`config.mk`:
```
export PLATFORM = sky130hd
export DESIGN_NAME = ffb_flag_bank
export DESIGN_NICKNAME = d
export VERILOG_FILES = /design/src/include/ffb_pkg.sv /design/src/rtl/ffb_flag_bank.sv
export VERILOG_INCLUDE_DIRS = /design/src /design/src/include
export SDC_FILE = /design/constraint.sdc
export NUM_CORES = 1
export LEC_CHECK = 0
export BUFFER_PORTS_ARGS = -buffer_cell sky130_fd_sc_hd__buf_2
export CORE_ASPECT_RATIO = 1.4
export CORE_UTILIZATION = 56
export CTS_CLUSTER_SIZE = 24
export DETAILED_ROUTE_END_ITERATION = 7
export PLACE_DENSITY = 0.76
export SLEW_MARGIN = 20
export SYNTH_ARGS = -nofsm -noshare
export SYNTH_HDL_FRONTEND = slang
export SYNTH_SLANG_ARGS = --single-unit
```
`constraint.sdc`:
```
create_clock -name clk_i -period 3.7 [get_ports clk_i]
set_input_delay 0.925 -clock clk_i [delete_from_list [all_inputs] [get_ports clk_i]]
set_output_delay 0.925 -clock clk_i [all_outputs]
set_load 0.01 [all_outputs]
```
`src/include/ffb_defines.svh`:
```
// Register offsets, bit layouts, reset values and timing counts of the fault flag bank.
`ifndef FFB_DEFINES_SVH
`define FFB_DEFINES_SVH

// ----------------------------------------------------------------
// Register offsets
// ----------------------------------------------------------------
`define FFB_LIVE0_ADDR 8'h07
`define FFB_SW_FLAGS_ADDR 8'h08
`define FFB_SW_MASKS_ADDR 8'h09
`define FFB_SW_LIVE_ADDR 8'h0a
`define FFB_BF_FLAGS_ADDR 8'h0e
`define FFB_BF_MASKS_ADDR 8'h0f
`define FFB_BF_LIVE_ADDR 8'h10
`define FFB_LIN_FLAGS_ADDR 8'h11
`define FFB_LIN_MASKS_ADDR 8'h12
`define FFB_LIN_LIVE_ADDR 8'h13

// ----------------------------------------------------------------
// Implemented bits and reset values
// ----------------------------------------------------------------
`define FFB_SW_IMPL 8'h1b
`define FFB_BF_IMPL 8'hc1
`define FFB_LIN_IMPL 8'h3f
`define FFB_SW_MASK_RST 8'h1b
`define FFB_BF_MASK_RST 8'hc1
`define FFB_LIN_MASK_RST 8'h3f
`define FFB_FLAGS_RST 8'h00
`define FFB_BLOW_BIT 6
`define FFB_ERR_BIT 7

// ----------------------------------------------------------------
// Timing
// ----------------------------------------------------------------
`define FFB_CLK_PERIOD_NS 25
`define FFB_OC_DBNC_NS 8000000
`define FFB_EN_DBNC_NS 31250000
`define FFB_OC_DBNC_CYC ((`FFB_OC_DBNC_NS + `FFB_CLK_PERIOD_NS - 1) / `FFB_CLK_PERIOD_NS)
`define FFB_EN_DBNC_CYC ((`FFB_EN_DBNC_NS + `FFB_CLK_PERIOD_NS - 1) / `FFB_CLK_PERIOD_NS)
`define FFB_CNT_W 24
`define FFB_OC_N 10

`endif

```
`src/include/ffb_pkg.sv`:
```
// Types shared by the fault flag bank and its neighbours.
package ffb_pkg;

	// Register port request from the serial control interface.
	typedef struct packed {
		logic wr;
		logic rd;
		logic [7:0] addr;
		logic [7:0] wdata;
	} ffb_reg_req_s;

	// Raw analog comparator and pin levels, asynchronous to clk_i.
	typedef struct packed {
		logic en_pin;
		logic fuse_supply_pin;
		logic test_pin;
		logic temp_high3;
		logic temp_high2;
		logic [5:0] lin_oc;
		logic boost_oc;
		logic [2:0] buck_oc;
	} ffb_raw_s;

endpackage

```
`src/rtl/ffb_flag_bank.sv`:
```
// Fault event flag bank: debounced sources, sticky flags, masks, live view and interrupt.
// How it works
// Switcher flags at 0x08, bits 0,1,3,4, W1C.
// Switcher masks at 0x09, reset to masked.
// Switcher live bits at 0x0a, read only.
// Boost, auto-blow done, memory error flags at 0x0e.
// Their masks at 0x0f, reset to one.
// Live bit 6 shows auto-blow in progress.
// Processor avoids fuse registers while blow busy.
// Live bit 7 shows memory error detected.
// Live bit 0 shows boost overcurrent.
// Linear regulator flags at 0x11, bits 0-5.
// Linear masks at 0x12, reset one, 7:6 zero.
// Linear live bits at 0x13, same order.
// Live bank 0 bits 4,5 show temperature.
// Live bank 0 bit 6 shows test pin.
// Live bank 0 bit 7 shows fuse supply.
// Selector extends power-on falling debounce time.
// Flags stay latched until written with one.
// Interrupt low while any unmasked flag set.
// Unmasking a set flag asserts interrupt; masked readable.
// Sources set flags only after 8.0 ms stable.
// Unused bits read zero; writing zero keeps flags.
// Debounced rising edge sets; set beats clear.
`timescale 1ns/1ps
`include "ffb_defines.svh"

module ffb_flag_bank #(
	parameter int unsigned OC_DBNC_CYC = `FFB_OC_DBNC_CYC,
	parameter int unsigned EN_DBNC_CYC = `FFB_EN_DBNC_CYC
) (
	input wire logic clk_i,
	input wire logic rst_n_i,
	input wire ffb_pkg::ffb_reg_req_s reg_req_i,
	input wire ffb_pkg::ffb_raw_s raw_i,
	input wire logic fuse_blow_busy_i,
	input wire logic fuse_mem_err_i,
	input wire logic [1:0] power_on_debounce_sel_i,
	output logic [7:0] reg_rdata_o,
	output logic irq_n_out_o,
	output logic en_debounced_o
);
	import ffb_pkg::*;

	// ----------------------------------------------------------------
	// Helpers
	// ----------------------------------------------------------------
	function automatic logic [7:0] ffb_w1c(input logic [7:0] flags, input logic [7:0] set,
		input logic hit, input logic [7:0] wdata, input logic [7:0] impl);
		logic [7:0] clr;
		clr = hit ? wdata : 8'h00;
		ffb_w1c = ((flags & ~clr) | set) & impl;
	endfunction

	function automatic logic [7:0] ffb_rw(input logic [7:0] cur, input logic hit,
		input logic [7:0] wdata, input logic [7:0] impl);
		ffb_rw = hit ? (wdata & impl) : cur;
	endfunction

	// ----------------------------------------------------------------
	// Input synchronisers
	// ----------------------------------------------------------------
	ffb_raw_s sync1_q;
	ffb_raw_s sync2_q;

	always_ff @(posedge clk_i) begin
		if (!rst_n_i) begin
			sync1_q <= '0;
			sync2_q <= '0;
		end else begin
			sync1_q <= raw_i;
			sync2_q <= sync1_q;
		end
	end

	// ----------------------------------------------------------------
	// Overcurrent debounce
	// ----------------------------------------------------------------
	// Order: buck1..3, boost, lin1, lin2, card, reg33, lin3, lin4.
	logic [`FFB_OC_N-1:0] oc_live;
	logic [`FFB_OC_N-1:0] oc_db_q;
	logic [`FFB_OC_N-1:0] oc_set;
	logic [`FFB_CNT_W-1:0] oc_cnt_q [`FFB_OC_N];
	localparam logic [`FFB_CNT_W-1:0] OC_LAST = `FFB_CNT_W'(OC_DBNC_CYC - 1);

	assign oc_live = {sync2_q.lin_oc, sync2_q.boost_oc, sync2_q.buck_oc};

	// A source must hold its new level for the whole period before the
	// debounced copy follows; any glitch back restarts the count.
	always_ff @(posedge clk_i) begin
		for (int i = 0; i < `FFB_OC_N; i++) begin
			if (!rst_n_i) begin
				oc_cnt_q[i] <= '0;
				oc_db_q[i] <= 1'b0;
			end else if (oc_live[i] == oc_db_q[i]) begin
				oc_cnt_q[i] <= '0;
			end else if (oc_cnt_q[i] >= OC_LAST) begin
				oc_cnt_q[i] <= '0;
				oc_db_q[i] <= oc_live[i];
			end else begin
				oc_cnt_q[i] <= oc_cnt_q[i] + 1'b1;
			end
		end
	end

	always_comb begin
		for (int i = 0; i < `FFB_OC_N; i++) begin
			oc_set[i] = oc_live[i] & ~oc_db_q[i] & (oc_cnt_q[i] >= OC_LAST);
		end
	end

	// ----------------------------------------------------------------
	// Power-on pin debounce
	// ----------------------------------------------------------------
	logic [`FFB_CNT_W-1:0] en_cnt_q;
	logic [`FFB_CNT_W-1:0] en_last;

	// The falling edge limit doubles per selector step, up to eight times.
	always_comb begin
		if (en_debounced_o) begin
			en_last = `FFB_CNT_W'(EN_DBNC_CYC) << power_on_debounce_sel_i;
		end else begin
			en_last = `FFB_CNT_W'(EN_DBNC_CYC);
		end
		en_last = en_last - 1'b1;
	end

	always_ff @(posedge clk_i) begin
		if (!rst_n_i) begin
			en_cnt_q <= '0;
			en_debounced_o <= 1'b0;
		end else if (sync2_q.en_pin == en_debounced_o) begin
			en_cnt_q <= '0;
		end else if (en_cnt_q >= en_last) begin
			en_cnt_q <= '0;
			en_debounced_o <= sync2_q.en_pin;
		end else begin
			en_cnt_q <= en_cnt_q + 1'b1;
		end
	end

	// ----------------------------------------------------------------
	// Fuse memory events
	// ----------------------------------------------------------------
	logic blow_busy_q;
	logic mem_err_q;
	logic blow_done;
	logic err_rise;

	always_ff @(posedge clk_i) begin
		if (!rst_n_i) begin
			blow_busy_q <= 1'b0;
			mem_err_q <= 1'b0;
		end else begin
			blow_busy_q <= fuse_blow_busy_i;
			mem_err_q <= fuse_mem_err_i;
		end
	end

	// Completion is the end of the busy window.
	assign blow_done = blow_busy_q & ~fuse_blow_busy_i;
	assign err_rise = fuse_mem_err_i & ~mem_err_q;

	// ----------------------------------------------------------------
	// Flags and masks
	// ----------------------------------------------------------------
	logic [7:0] sw_flags_q, sw_flags_d, sw_masks_q, sw_masks_d;
	logic [7:0] bf_flags_q, bf_flags_d, bf_masks_q, bf_masks_d;
	logic [7:0] lin_flags_q, lin_flags_d, lin_masks_q, lin_masks_d;
	logic [7:0] sw_set, bf_set, lin_set;
	logic wr;

	assign wr = reg_req_i.wr;
	// Buck 1 drives both of its flag bits.
	assign sw_set = {3'b000, oc_set[2], oc_set[1], 1'b0, oc_set[0], oc_set[0]};
	assign bf_set = {err_rise, blow_done, 5'b00000, oc_set[3]};
	assign lin_set = {2'b00, oc_set[9:4]};

	always_comb begin
		sw_flags_d = ffb_w1c(sw_flags_q, sw_set, wr && reg_req_i.addr == `FFB_SW_FLAGS_ADDR,
			reg_req_i.wdata, `FFB_SW_IMPL);
		bf_flags_d = ffb_w1c(bf_flags_q, bf_set, wr && reg_req_i.addr == `FFB_BF_FLAGS_ADDR,
			reg_req_i.wdata, `FFB_BF_IMPL);
		lin_flags_d = ffb_w1c(lin_flags_q, lin_set, wr && reg_req_i.addr == `FFB_LIN_FLAGS_ADDR,
			reg_req_i.wdata, `FFB_LIN_IMPL);
		sw_masks_d = ffb_rw(sw_masks_q, wr && reg_req_i.addr == `FFB_SW_MASKS_ADDR,
			reg_req_i.wdata, `FFB_SW_IMPL);
		bf_masks_d = ffb_rw(bf_masks_q, wr && reg_req_i.addr == `FFB_BF_MASKS_ADDR,
			reg_req_i.wdata, `FFB_BF_IMPL);
		lin_masks_d = ffb_rw(lin_masks_q, wr && reg_req_i.addr == `FFB_LIN_MASKS_ADDR,
			reg_req_i.wdata, `FFB_LIN_IMPL);
	end

	always_ff @(posedge clk_i) begin
		if (!rst_n_i) begin
			sw_flags_q <= `FFB_FLAGS_RST;
			bf_flags_q <= `FFB_FLAGS_RST;
			lin_flags_q <= `FFB_FLAGS_RST;
		end else begin
			sw_flags_q <= sw_flags_d;
			bf_flags_q <= bf_flags_d;
			lin_flags_q <= lin_flags_d;
		end
	end

	// The part starts fully masked so software must opt in.
	always_ff @(posedge clk_i) begin
		if (!rst_n_i) begin
			sw_masks_q <= `FFB_SW_MASK_RST;
			bf_masks_q <= `FFB_BF_MASK_RST;
			lin_masks_q <= `FFB_LIN_MASK_RST;
		end else begin
			sw_masks_q <= sw_masks_d;
			bf_masks_q <= bf_masks_d;
			lin_masks_q <= lin_masks_d;
		end
	end

	// ----------------------------------------------------------------
	// Interrupt output
	// ----------------------------------------------------------------
	logic pending_d;

	// Built from next-state values so a mask write or a new event shows on
	// the pin at the same edge that updates the registers.
	assign pending_d = |((sw_flags_d & ~sw_masks_d) | (bf_flags_d & ~bf_masks_d) |
		(lin_flags_d & ~lin_masks_d));

	always_ff @(posedge clk_i) begin
		if (!rst_n_i) begin
			irq_n_out_o <= 1'b1;
		end else begin
			irq_n_out_o <= ~pending_d;
		end
	end

	// ----------------------------------------------------------------
	// Live views and read port
	// ----------------------------------------------------------------
	logic [7:0] live0, sw_live, bf_live, lin_live;
	logic [7:0] rdata_d;

	assign live0 = {sync2_q.fuse_supply_pin, sync2_q.test_pin, sync2_q.temp_high3,
		sync2_q.temp_high2, 4'h0};
	assign sw_live = {3'b000, oc_live[2], oc_live[1], oc_live[0], 1'b0, oc_live[0]};
	assign bf_live = {fuse_mem_err_i, fuse_blow_busy_i, 5'b00000, oc_live[3]};
	assign lin_live = {2'b00, oc_live[9:4]};

	always_comb begin
		case (reg_req_i.addr)
			`FFB_LIVE0_ADDR: rdata_d = live0;
			`FFB_SW_FLAGS_ADDR: rdata_d = sw_flags_q;
			`FFB_SW_MASKS_ADDR: rdata_d = sw_masks_q;
			`FFB_SW_LIVE_ADDR: rdata_d = sw_live;
			`FFB_BF_FLAGS_ADDR: rdata_d = bf_flags_q;
			`FFB_BF_MASKS_ADDR: rdata_d = bf_masks_q;
			`FFB_BF_LIVE_ADDR: rdata_d = bf_live;
			`FFB_LIN_FLAGS_ADDR: rdata_d = lin_flags_q;
			`FFB_LIN_MASKS_ADDR: rdata_d = lin_masks_q;
			`FFB_LIN_LIVE_ADDR: rdata_d = lin_live;
			default: rdata_d = 8'h00;
		endcase
	end

	// Read data is held until the next read strobe.
	always_ff @(posedge clk_i) begin
		if (!rst_n_i) begin
			reg_rdata_o <= 8'h00;
		end else if (reg_req_i.rd) begin
			reg_rdata_o <= rdata_d;
		end
	end

	// ----------------------------------------------------------------
	// Checks
	// ----------------------------------------------------------------
	a_set_beats_clear: assert property (@(posedge clk_i) disable iff (!rst_n_i)
		oc_set[4] |=> lin_flags_q[0])
		else $error("linear 1 set lost");

	a_w1c_clears: assert property (@(posedge clk_i) disable iff (!rst_n_i)
		(wr && reg_req_i.addr == `FFB_LIN_FLAGS_ADDR && reg_req_i.wdata[5] && !oc_set[9])
		|=> !lin_flags_q[5])
		else $error("flag not cleared by write one");

	a_flag_sticky: assert property (@(posedge clk_i) disable iff (!rst_n_i)
		(sw_flags_q[3] && !(wr && reg_req_i.addr == `FFB_SW_FLAGS_ADDR && reg_req_i.wdata[3]))
		|=> sw_flags_q[3])
		else $error("flag dropped without clear");

	a_irq_level: assert property (@(posedge clk_i) disable iff (!rst_n_i)
		##1 (irq_n_out_o == !(|((sw_flags_q & ~sw_masks_q) | (bf_flags_q & ~bf_masks_q) |
		(lin_flags_q & ~lin_masks_q)))))
		else $error("interrupt pin disagrees with flags");

	a_unmask_irq: assert property (@(posedge clk_i) disable iff (!rst_n_i)
		(wr && reg_req_i.addr == `FFB_BF_MASKS_ADDR &&
		|(bf_flags_q & ~reg_req_i.wdata & `FFB_BF_IMPL)) |=> !irq_n_out_o)
		else $error("unmask did not raise interrupt");

	a_debounce_wait: assert property (@(posedge clk_i) disable iff (!rst_n_i)
		$rose(oc_db_q[3]) |-> $past(oc_cnt_q[3]) == OC_LAST && $past(oc_live[3]))
		else $error("boost debounce too short");

	a_blow_done: assert property (@(posedge clk_i) disable iff (!rst_n_i)
		$fell(fuse_blow_busy_i) |=> bf_flags_q[`FFB_BLOW_BIT])
		else $error("auto-blow completion not flagged");

	a_mask_unused: assert property (@(posedge clk_i) disable iff (!rst_n_i)
		(lin_masks_q[7:6] == 2'b00) && (sw_masks_q[7:5] == 3'b000) && !sw_masks_q[2])
		else $error("unused mask bit set");

	a_read_live: assert property (@(posedge clk_i) disable iff (!rst_n_i)
		(reg_req_i.rd && reg_req_i.addr == `FFB_BF_LIVE_ADDR)
		|=> reg_rdata_o[`FFB_BLOW_BIT] == $past(fuse_blow_busy_i))
		else $error("busy live bit wrong");

	a_err_flag: assert property (@(posedge clk_i) disable iff (!rst_n_i)
		$rose(fuse_mem_err_i) |=> bf_flags_q[`FFB_ERR_BIT])
		else $error("memory error not flagged");

endmodule

```
==> results of run 1 <==
flip-flops by register name, summed over array words and instances (netlist names), 8 cells and up:
signal / flops
oc_cnt_q: 240
lin_masks_q: 8
bf_masks_q: 8
sw_masks_q: 8
sync1_q: 15
en_cnt_q: 24
reg_rdata_o: 8
oc_db_q: 10
worst reg2reg max path, stage by stage (launching register included):
cell and delay [ns]:
dfxtp_1 0.34, nand2b_1 0.08, nor4b_1 0.31, buf_4 0.18
o21a_1 0.11, ha_1 0.24, a21o_1 0.19, a21o_1 0.17
a21oi_1 0.15, o21a_1 0.14, a211oi_1 0.08, or4_1 0.49
buf_4 0.20, nor2_1 0.15
placed cells by master, fill, tap and decap left out, types with 5 or more instances in the layout:
cell type    n
xnor2_1     63
or4_1       11
clkinv_2     5
and3_1      53
nor3_1      17
clkbuf_16   38
o21ai_0     21
nand4_1     43
conb_1     290
nor4_1       9
ha_1        46
or2_2       10
xor2_1     120
mux2i_1     27
nor2b_1      5
clkbuf_1     6
a31oi_1     14
buf_4       19
inv_1       48
and2_1      40
nand3_1     79
mux2_2       7
nor2_1     310
clkinv_1     5
edfxtp_1   240
and4_1      14
a211oi_1     5
nand3b_1     7
a21o_1       9
dfxtp_1    113
nand2_1    113
or3_1        7
nor4b_1      6
buf_2       48
a21oi_1     38
how the worst min path moves through the flow:
stage,slack (ns),cells after the start,end,startpoint
floorplan,0.41,1,bf_live[0]$_SDFF_PN0_,sync1_q[3]$_SDFF_PN0_
global placement,0.42,1,sync2_q[14]$_SDFF_PN0_,sync1_q[14]$_SDFF_PN0_
detailed placement,0.42,1,sync2_q[14]$_SDFF_PN0_,sync1_q[14]$_SDFF_PN0_
CTS,0.43,1,sync2_q[14]$_SDFF_PN0_,sync1_q[14]$_SDFF_PN0_
global route,0.45,1,bf_live[0]$_SDFF_PN0_,sync1_q[3]$_SDFF_PN0_
finish,0.43,1,oc_live[1]$_SDFF_PN0_,sync1_q[1]$_SDFF_PN0_
per-stage QoR:
stage,std cells,hold slack [ns],power (mW),utilization [%]
floorplan,1865,0.4119,4.756,-
global placement,2274,0.4168,4.862,63.35
detailed placement,2274,0.4199,4.877,63.35
CTS,2337,0.4347,8.555,67.41
global route,2338,0.4549,8.763,67.42
finish,2339,0.4310,8.480,67.43
where the power goes:
group | leakage, nW | total (mW) | internal (mW) | switching (mW)
sequential | 3.37 | 4.47 | 4.36 | 0.107
combinational | 3.75 | 0.338 | 0.135 | 0.203
clock | 0.577 | 3.67 | 2.19 | 1.48
total | 7.70 | 8.48 | 6.69 | 1.79
logic make-up (layout without fill, tap and decap cells):
kind of cell    Yosys count  after routing
xor+xnor                183            183
flops                   353            353
other cells               2            292
buf+inv                  88            180
fa+ha+maj                46             46
compound gates          134            134
simple gates            736            736
mux                      35             35
layout make-up:
class,count,area share (%)
Antenna cell,2,0.02529
Clock buffer,46,5.058
Clock inverter,17,0.9673
Inverter,49,0.9293
Multi-Input combinational cell,1424,40.74
Sequential cell,353,47.84
Tap cell,380,2.402
Timing Repair Buffer,68,2.036
per-layer routing:
metal	GRT usage, %	vias to the layer above
met5	0	-
met2	38.68	222
met4	8.652	4
li1	-	5995
met1	25.56	5647
met3	3.407	73
==> impl_metrics.tcl, run 1 <==
set metrics [dict create \
    status "finished, final reports clean" \
    drt_iter0_drc 667 \
    drt.antenna.violating_nets 0 \
    gp_congestion 0.9014 \
    dieHeight_um 206.8 \
    fin_ws_ns 0.2810 \
    post-route-drc-count 0 \
    crit_type "input pin to register" \
    arrival_ns 3.86 \
    dr.pass1.iters 5 \
    initial_core_util_pct 57.18 \
    hold_viol_final 0 \
    rr_endpoint "en_cnt_q[6]$_SDFF_PP0_" \
    worst_pin_slew_ns 0.7756 \
    cts-root-buf "clkbuf_16" \
    rr_startpoint "en_debounced_o$_SDFFE_PN0P_" \
    hold_buffers 0 \
    wl_met2_mm 16.13 \
    vias_per_cell 5.105 \
    min_period_ns 3.419 \
    clkTransAtPathRegs_ns 0.06 \
    crit_cells 16 \
    start_kind "input pin" \
    synth_edf_count 240 \
    highest_layer "met5" \
    cts_buffer_depth 3 \
    hold_class "register to register" \
    synth_fa_ha_area_share_pct 3.430 \
    maxCapViolations 0 \
    antenna_found_initial 3 \
    path_cells "buf_2 > inv_1 > ha_1 > nand2b_1 > nor4b_1 > buf_4 > o21a_1 > ha_1 > a21o_1 > a21o_1 > a21oi_1 > o21a_1 > a211oi_1 > or4_1 > buf_4 > nor2_1" \
    yosys-top-cells-area "edfxtp_1 (43%), dfxtp_1 (13%), nor2_1 (6.9%)" \
    synthXorXnorAreaFrac_pct 9.550 \
    synth_commonest_cells "nor2_1 (310), edfxtp_1 (240), xor2_1 (120), dfxtp_1 (113), nand2_1 (113)" \
    maxSlewViolCount 0 \
    yosysMostFrequentCell "nor2_1" \
    ios 49 \
    required_ns 4.14 \
    grt_pass1_vias 11976 \
    cts_sinks 353 \
    fin_nets 2016 \
    multi_input_area_um2 8063 \
    synthCells 1577 \
    synth_top_cell_area_share_pct 42.94 \
    grt_pass1_wl_mm 53.50 \
    synth_async_sr_flop_share_pct 0 \
    grt_max_degree 73 \
    synth_top_family_by_area "simple AND/OR/NAND/NOR gates" \
    ys_types 63 \
    syn_avg_cell_area_um2 10.64 \
    yosysWarnings 0 \
    fin_crit_sh_pct 92.41 \
    fin_area_um2 19790 \
    finalSetupViolCount 0 \
    layout.area.seq_um2 9469 \
    wl_met3_mm 1.220 \
    synth.largest_area_cell "edfxtp_1" \
    rr_worst_depth 13 \
    startpoint "power_on_debounce_sel_i[0]" \
    cp_slowest_cell "or4_1" \
    overflow 0 \
    fillers 2297 \
    die_w_um 148.3 \
    tns_ns 0 \
    p_leak_nw 7.698 \
    finClkSkew_ns 0.01262 \
    coreArea_um2 29350 \
    wire_per_inst_um 13.53 \
    wl_met1_mm 13.30 \
    fp.dieArea_um2 30680 \
    syn2layout_area_growth_pct 17.93 \
    synthMuxAreaShare_pct 2.214 \
    syn_area_um2 16780 \
    r2r_slack_ns 0.79 \
    rsz0062_at_grt "no" \
    ys_seq_area_share_pct 56.42 \
    dpl-instance-area_um2 18590 \
    clkLatencyLatePin_ns 0.52 \
    peakVddDrop_mv 0.4095 \
    max_stage_delay_ns 0.49 \
    drive_gt1_share_pct 7.307 \
    cp_max_fo 12 \
    num_vias 11941 \
    cts_resized 0 \
    htreeDepth 2 \
    row_count 74 \
    ys_ff_latch 353 \
    max_freq_mhz 292.5 \
    cts_tree "done" \
    endpoint "en_cnt_q[6]$_SDFF_PP0_" \
    slew_headroom_pct 48.14 \
    path_buf_inv 4 \
    pre_cts_slack_ns -0.1861 \
    synth_compound_area_share_pct 5.271 \
    port_buffers 48 \
    cts_setup_buffers 0 \
    crit_path_end_kind "register" \
    synth_flop_cell "edfxtp_1" \
    drt_wl_total_mm 31.65 \
    power_density_nw_per_um2 428.4 \
    grt_use_total_pct 21.49 \
    synthSimpleGateAreaFrac_pct 21.09 \
    numCtsBuffers 35 \
    hpwlAfterDp_mm 22.89 \
    crit_family "simple AND/OR/NAND/NOR gates" \
]
Note: power is estimated with default switching activity, not from simulation.
==> run 2: changes to the inputs <==
--- a/config.mk
+++ b/config.mk
@@ -6,7 +6,7 @@
 export SDC_FILE = /design/constraint.sdc
 export NUM_CORES = 1
 export LEC_CHECK = 0
-export BUFFER_PORTS_ARGS = -buffer_cell sky130_fd_sc_hd__buf_2
+export BUFFER_PORTS_ARGS = -buffer_cell sky130_fd_sc_hd__clkbuf_2
 export CORE_ASPECT_RATIO = 1.4
 export CORE_UTILIZATION = 56
 export CTS_CLUSTER_SIZE = 24
==> constraint.sdc (replaced) <==
create_clock -name clk_i -period 3.7 [get_ports clk_i]
set_input_delay 0.185 -clock clk_i [delete_from_list [all_inputs] [get_ports clk_i]]
set_output_delay 0.185 -clock clk_i [all_outputs]
set_load 0.01 [all_outputs]
==> run 2 against run 1 <==
Effect of this change:
- sequential cell count is the same
- clock power grew 2%
- register-to-register slack lost 0.08 ns
- first-iteration DRC count grew 6.9%
- sequential share of layout area shrank 0.35 points
- hold slack lost 0.41 ns
- critical endpoint is now en_cnt_q[3]$_SDFF_PP0_
- largest power group unchanged
==> impl_metrics.tcl, run 2 (synthesis results as in run 1) <==
set metrics [dict create \
    use_met1_pct 24.40 \
    tns_ns 0 \
    largestRegisters "oc_cnt_q: 240 flops, en_cnt_q: 24 flops, sync1_q: 15 flops" \
    slew_headroom_pct 48.16 \
    hold_class "input pin to register" \
    finClkSkew_ns 0.01201 \
    clkTransAtPathRegs_ns 0.06 \
    final_common_cell "nor2_1" \
    overflow 0 \
    grt_use_total_pct 21.07 \
    total_power_mw 8.577 \
    fin_nets 2024 \
    global_route.usage.met3_pct 3.451 \
    power_density_nw_per_um2 430.2 \
    vias_per_cell 5.083 \
    fin_crit_sh_pct 80.69 \
    maxSlewViolCount 0 \
    top_register "oc_cnt_q" \
    min_period_ns 2.986 \
    hold_viol_final 0 \
    cts_setup_buffers 0 \
    status "finished, final reports clean" \
    cts_sinks 353 \
    drive_gt1_share_pct 6.412 \
    htreeDepth 2 \
    maxCapViolations 0 \
    layout_common_cells "nor2_1 (310), conb_1 (290), edfxtp_1 (240)" \
    gp_congestion 0.8882 \
    met2_usage_pct 38.20 \
    cts_buffer_depth 3 \
    largest_reg_flops 240 \
    fillers 2273 \
    peakVddDrop_mv 0.4111 \
    grt_pass1_wl_mm 52.44 \
    num_vias 11925 \
    crit_type "register to register" \
    initial_core_util_pct 57.18 \
    drt.antenna.violating_nets 0 \
    fp.dieArea_um2 30680 \
    row_count 74 \
    die_w_um 148.3 \
    hold_buffers 22 \
    post-route-drc-count 0 \
    dieHeight_um 206.8 \
    coreArea_um2 29350 \
    wire_per_inst_um 13.42 \
    worst_pin_slew_ns 0.7752 \
    busiest_layer "met2" \
    dr.pass1.iters 4 \
    rsz0062_at_grt "no" \
    required_ns 4.16 \
    ios 49 \
    antenna_found_initial 3 \
    start_kind "register" \
    arrival_ns 3.44 \
    drt_iter0_drc 713 \
    finalSetupViolCount 0 \
    max_freq_mhz 334.9 \
    syn2layout_area_growth_pct 18.80 \
    drt_wl_total_mm 31.47 \
    clkLatencyLatePin_ns 0.52 \
    p_leak_nw 7.747 \
    port_buffers 48 \
    cts_tree "done" \
    cts-root-buf "clkbuf_16" \
    grt_pass1_vias 11676 \
    crit_path_end_kind "register" \
    cp_max_fo 13 \
    grt_max_degree 73 \
    hpwlAfterDp_mm 22.62 \
    cts_resized 0 \
    numCtsBuffers 35 \
]
run 2: cell count changes in the layout (fill, tap and decap cells not counted), sizes merged, moves of 3 or more:
cell	change
dlygate4sd3	+22
buf	-62
clkinvlp	-3
clkbuf	+52
run 2: worst max-delay path: stages (launching register included):
cell and delay [ns]:
dfxtp_1 0.33, nand2b_1 0.11, nor4b_1 0.43, nand3_1 0.18, xnor2_1 0.23, ha_1 0.27
a21o_1 0.16, a21oi_1 0.16, o21a_1 0.13, a211oi_1 0.08, or4_1 0.51, buf_4 0.21
nor2_1 0.11
run 2: through the flow:
step	utilization, %	hold slack, ns	setup slack [ns]	instances	area, µm²
after floorplan	-	0.3067	0.6753	1865	17860
after global routing	67.93	0.03330	0.4796	2346	19940
after global placement	62.95	0.3931	0.5448	2260	18480
after detailed placement	62.95	0.3969	0.3369	2260	18480
final	67.93	0.02391	0.7144	2346	19940
after CTS	67.92	0.005510	0.7345	2345	19940
run 2: worst paths after layout:
path	endpoint	cells after the start	slack, ns	from
hold / removal	lin_masks_q[5]$_SDFF_PN1_	3	0.02	reg_req_i[5]
setup / recovery	en_cnt_q[3]$_SDFF_PP0_	12	0.71	en_debounced_o$_SDFFE_PN0P_
setup reg to reg	en_cnt_q[3]$_SDFF_PP0_	12	0.71	en_debounced_o$_SDFFE_PN0P_
hold reg to reg	bf_live[0]$_SDFF_PN0_	1	0.43	sync1_q[3]$_SDFF_PN0_
run 2: routing by layer:
| metal | part of all wire, % | vias to the layer above |
|---|---|---|
| li1 | - | 6018 |
| met1 | 41 | 5593 |
| met2 | 50 | 232 |
| met3 | 4.4 | 78 |
| met4 | 3.7 | 4 |
| met5 | 0.079 | - |
run 2: power breakdown:
group	internal (mW)	total, mW	switching (mW)
clock	2.27	3.76	1.49
sequential	4.36	4.47	0.107
combinational	0.142	0.345	0.203
run 2: cell type report:
| type | instances | area [µm²] | area share, % |
|---|---|---|---|
| clock inverter | 13 | 147.6 | 0.7405 |
| clock buffer | 50 | 1091 | 5.472 |
| inverter | 49 | 183.9 | 0.9225 |
| tap | 380 | 475.5 | 2.385 |
| timing repair buffer | 76 | 505.5 | 2.535 |
| sequential | 353 | 9469 | 47.49 |
| multi-input combinational | 1424 | 8063 | 40.44 |
| antenna | 1 | 2.502 | 0.01255 |
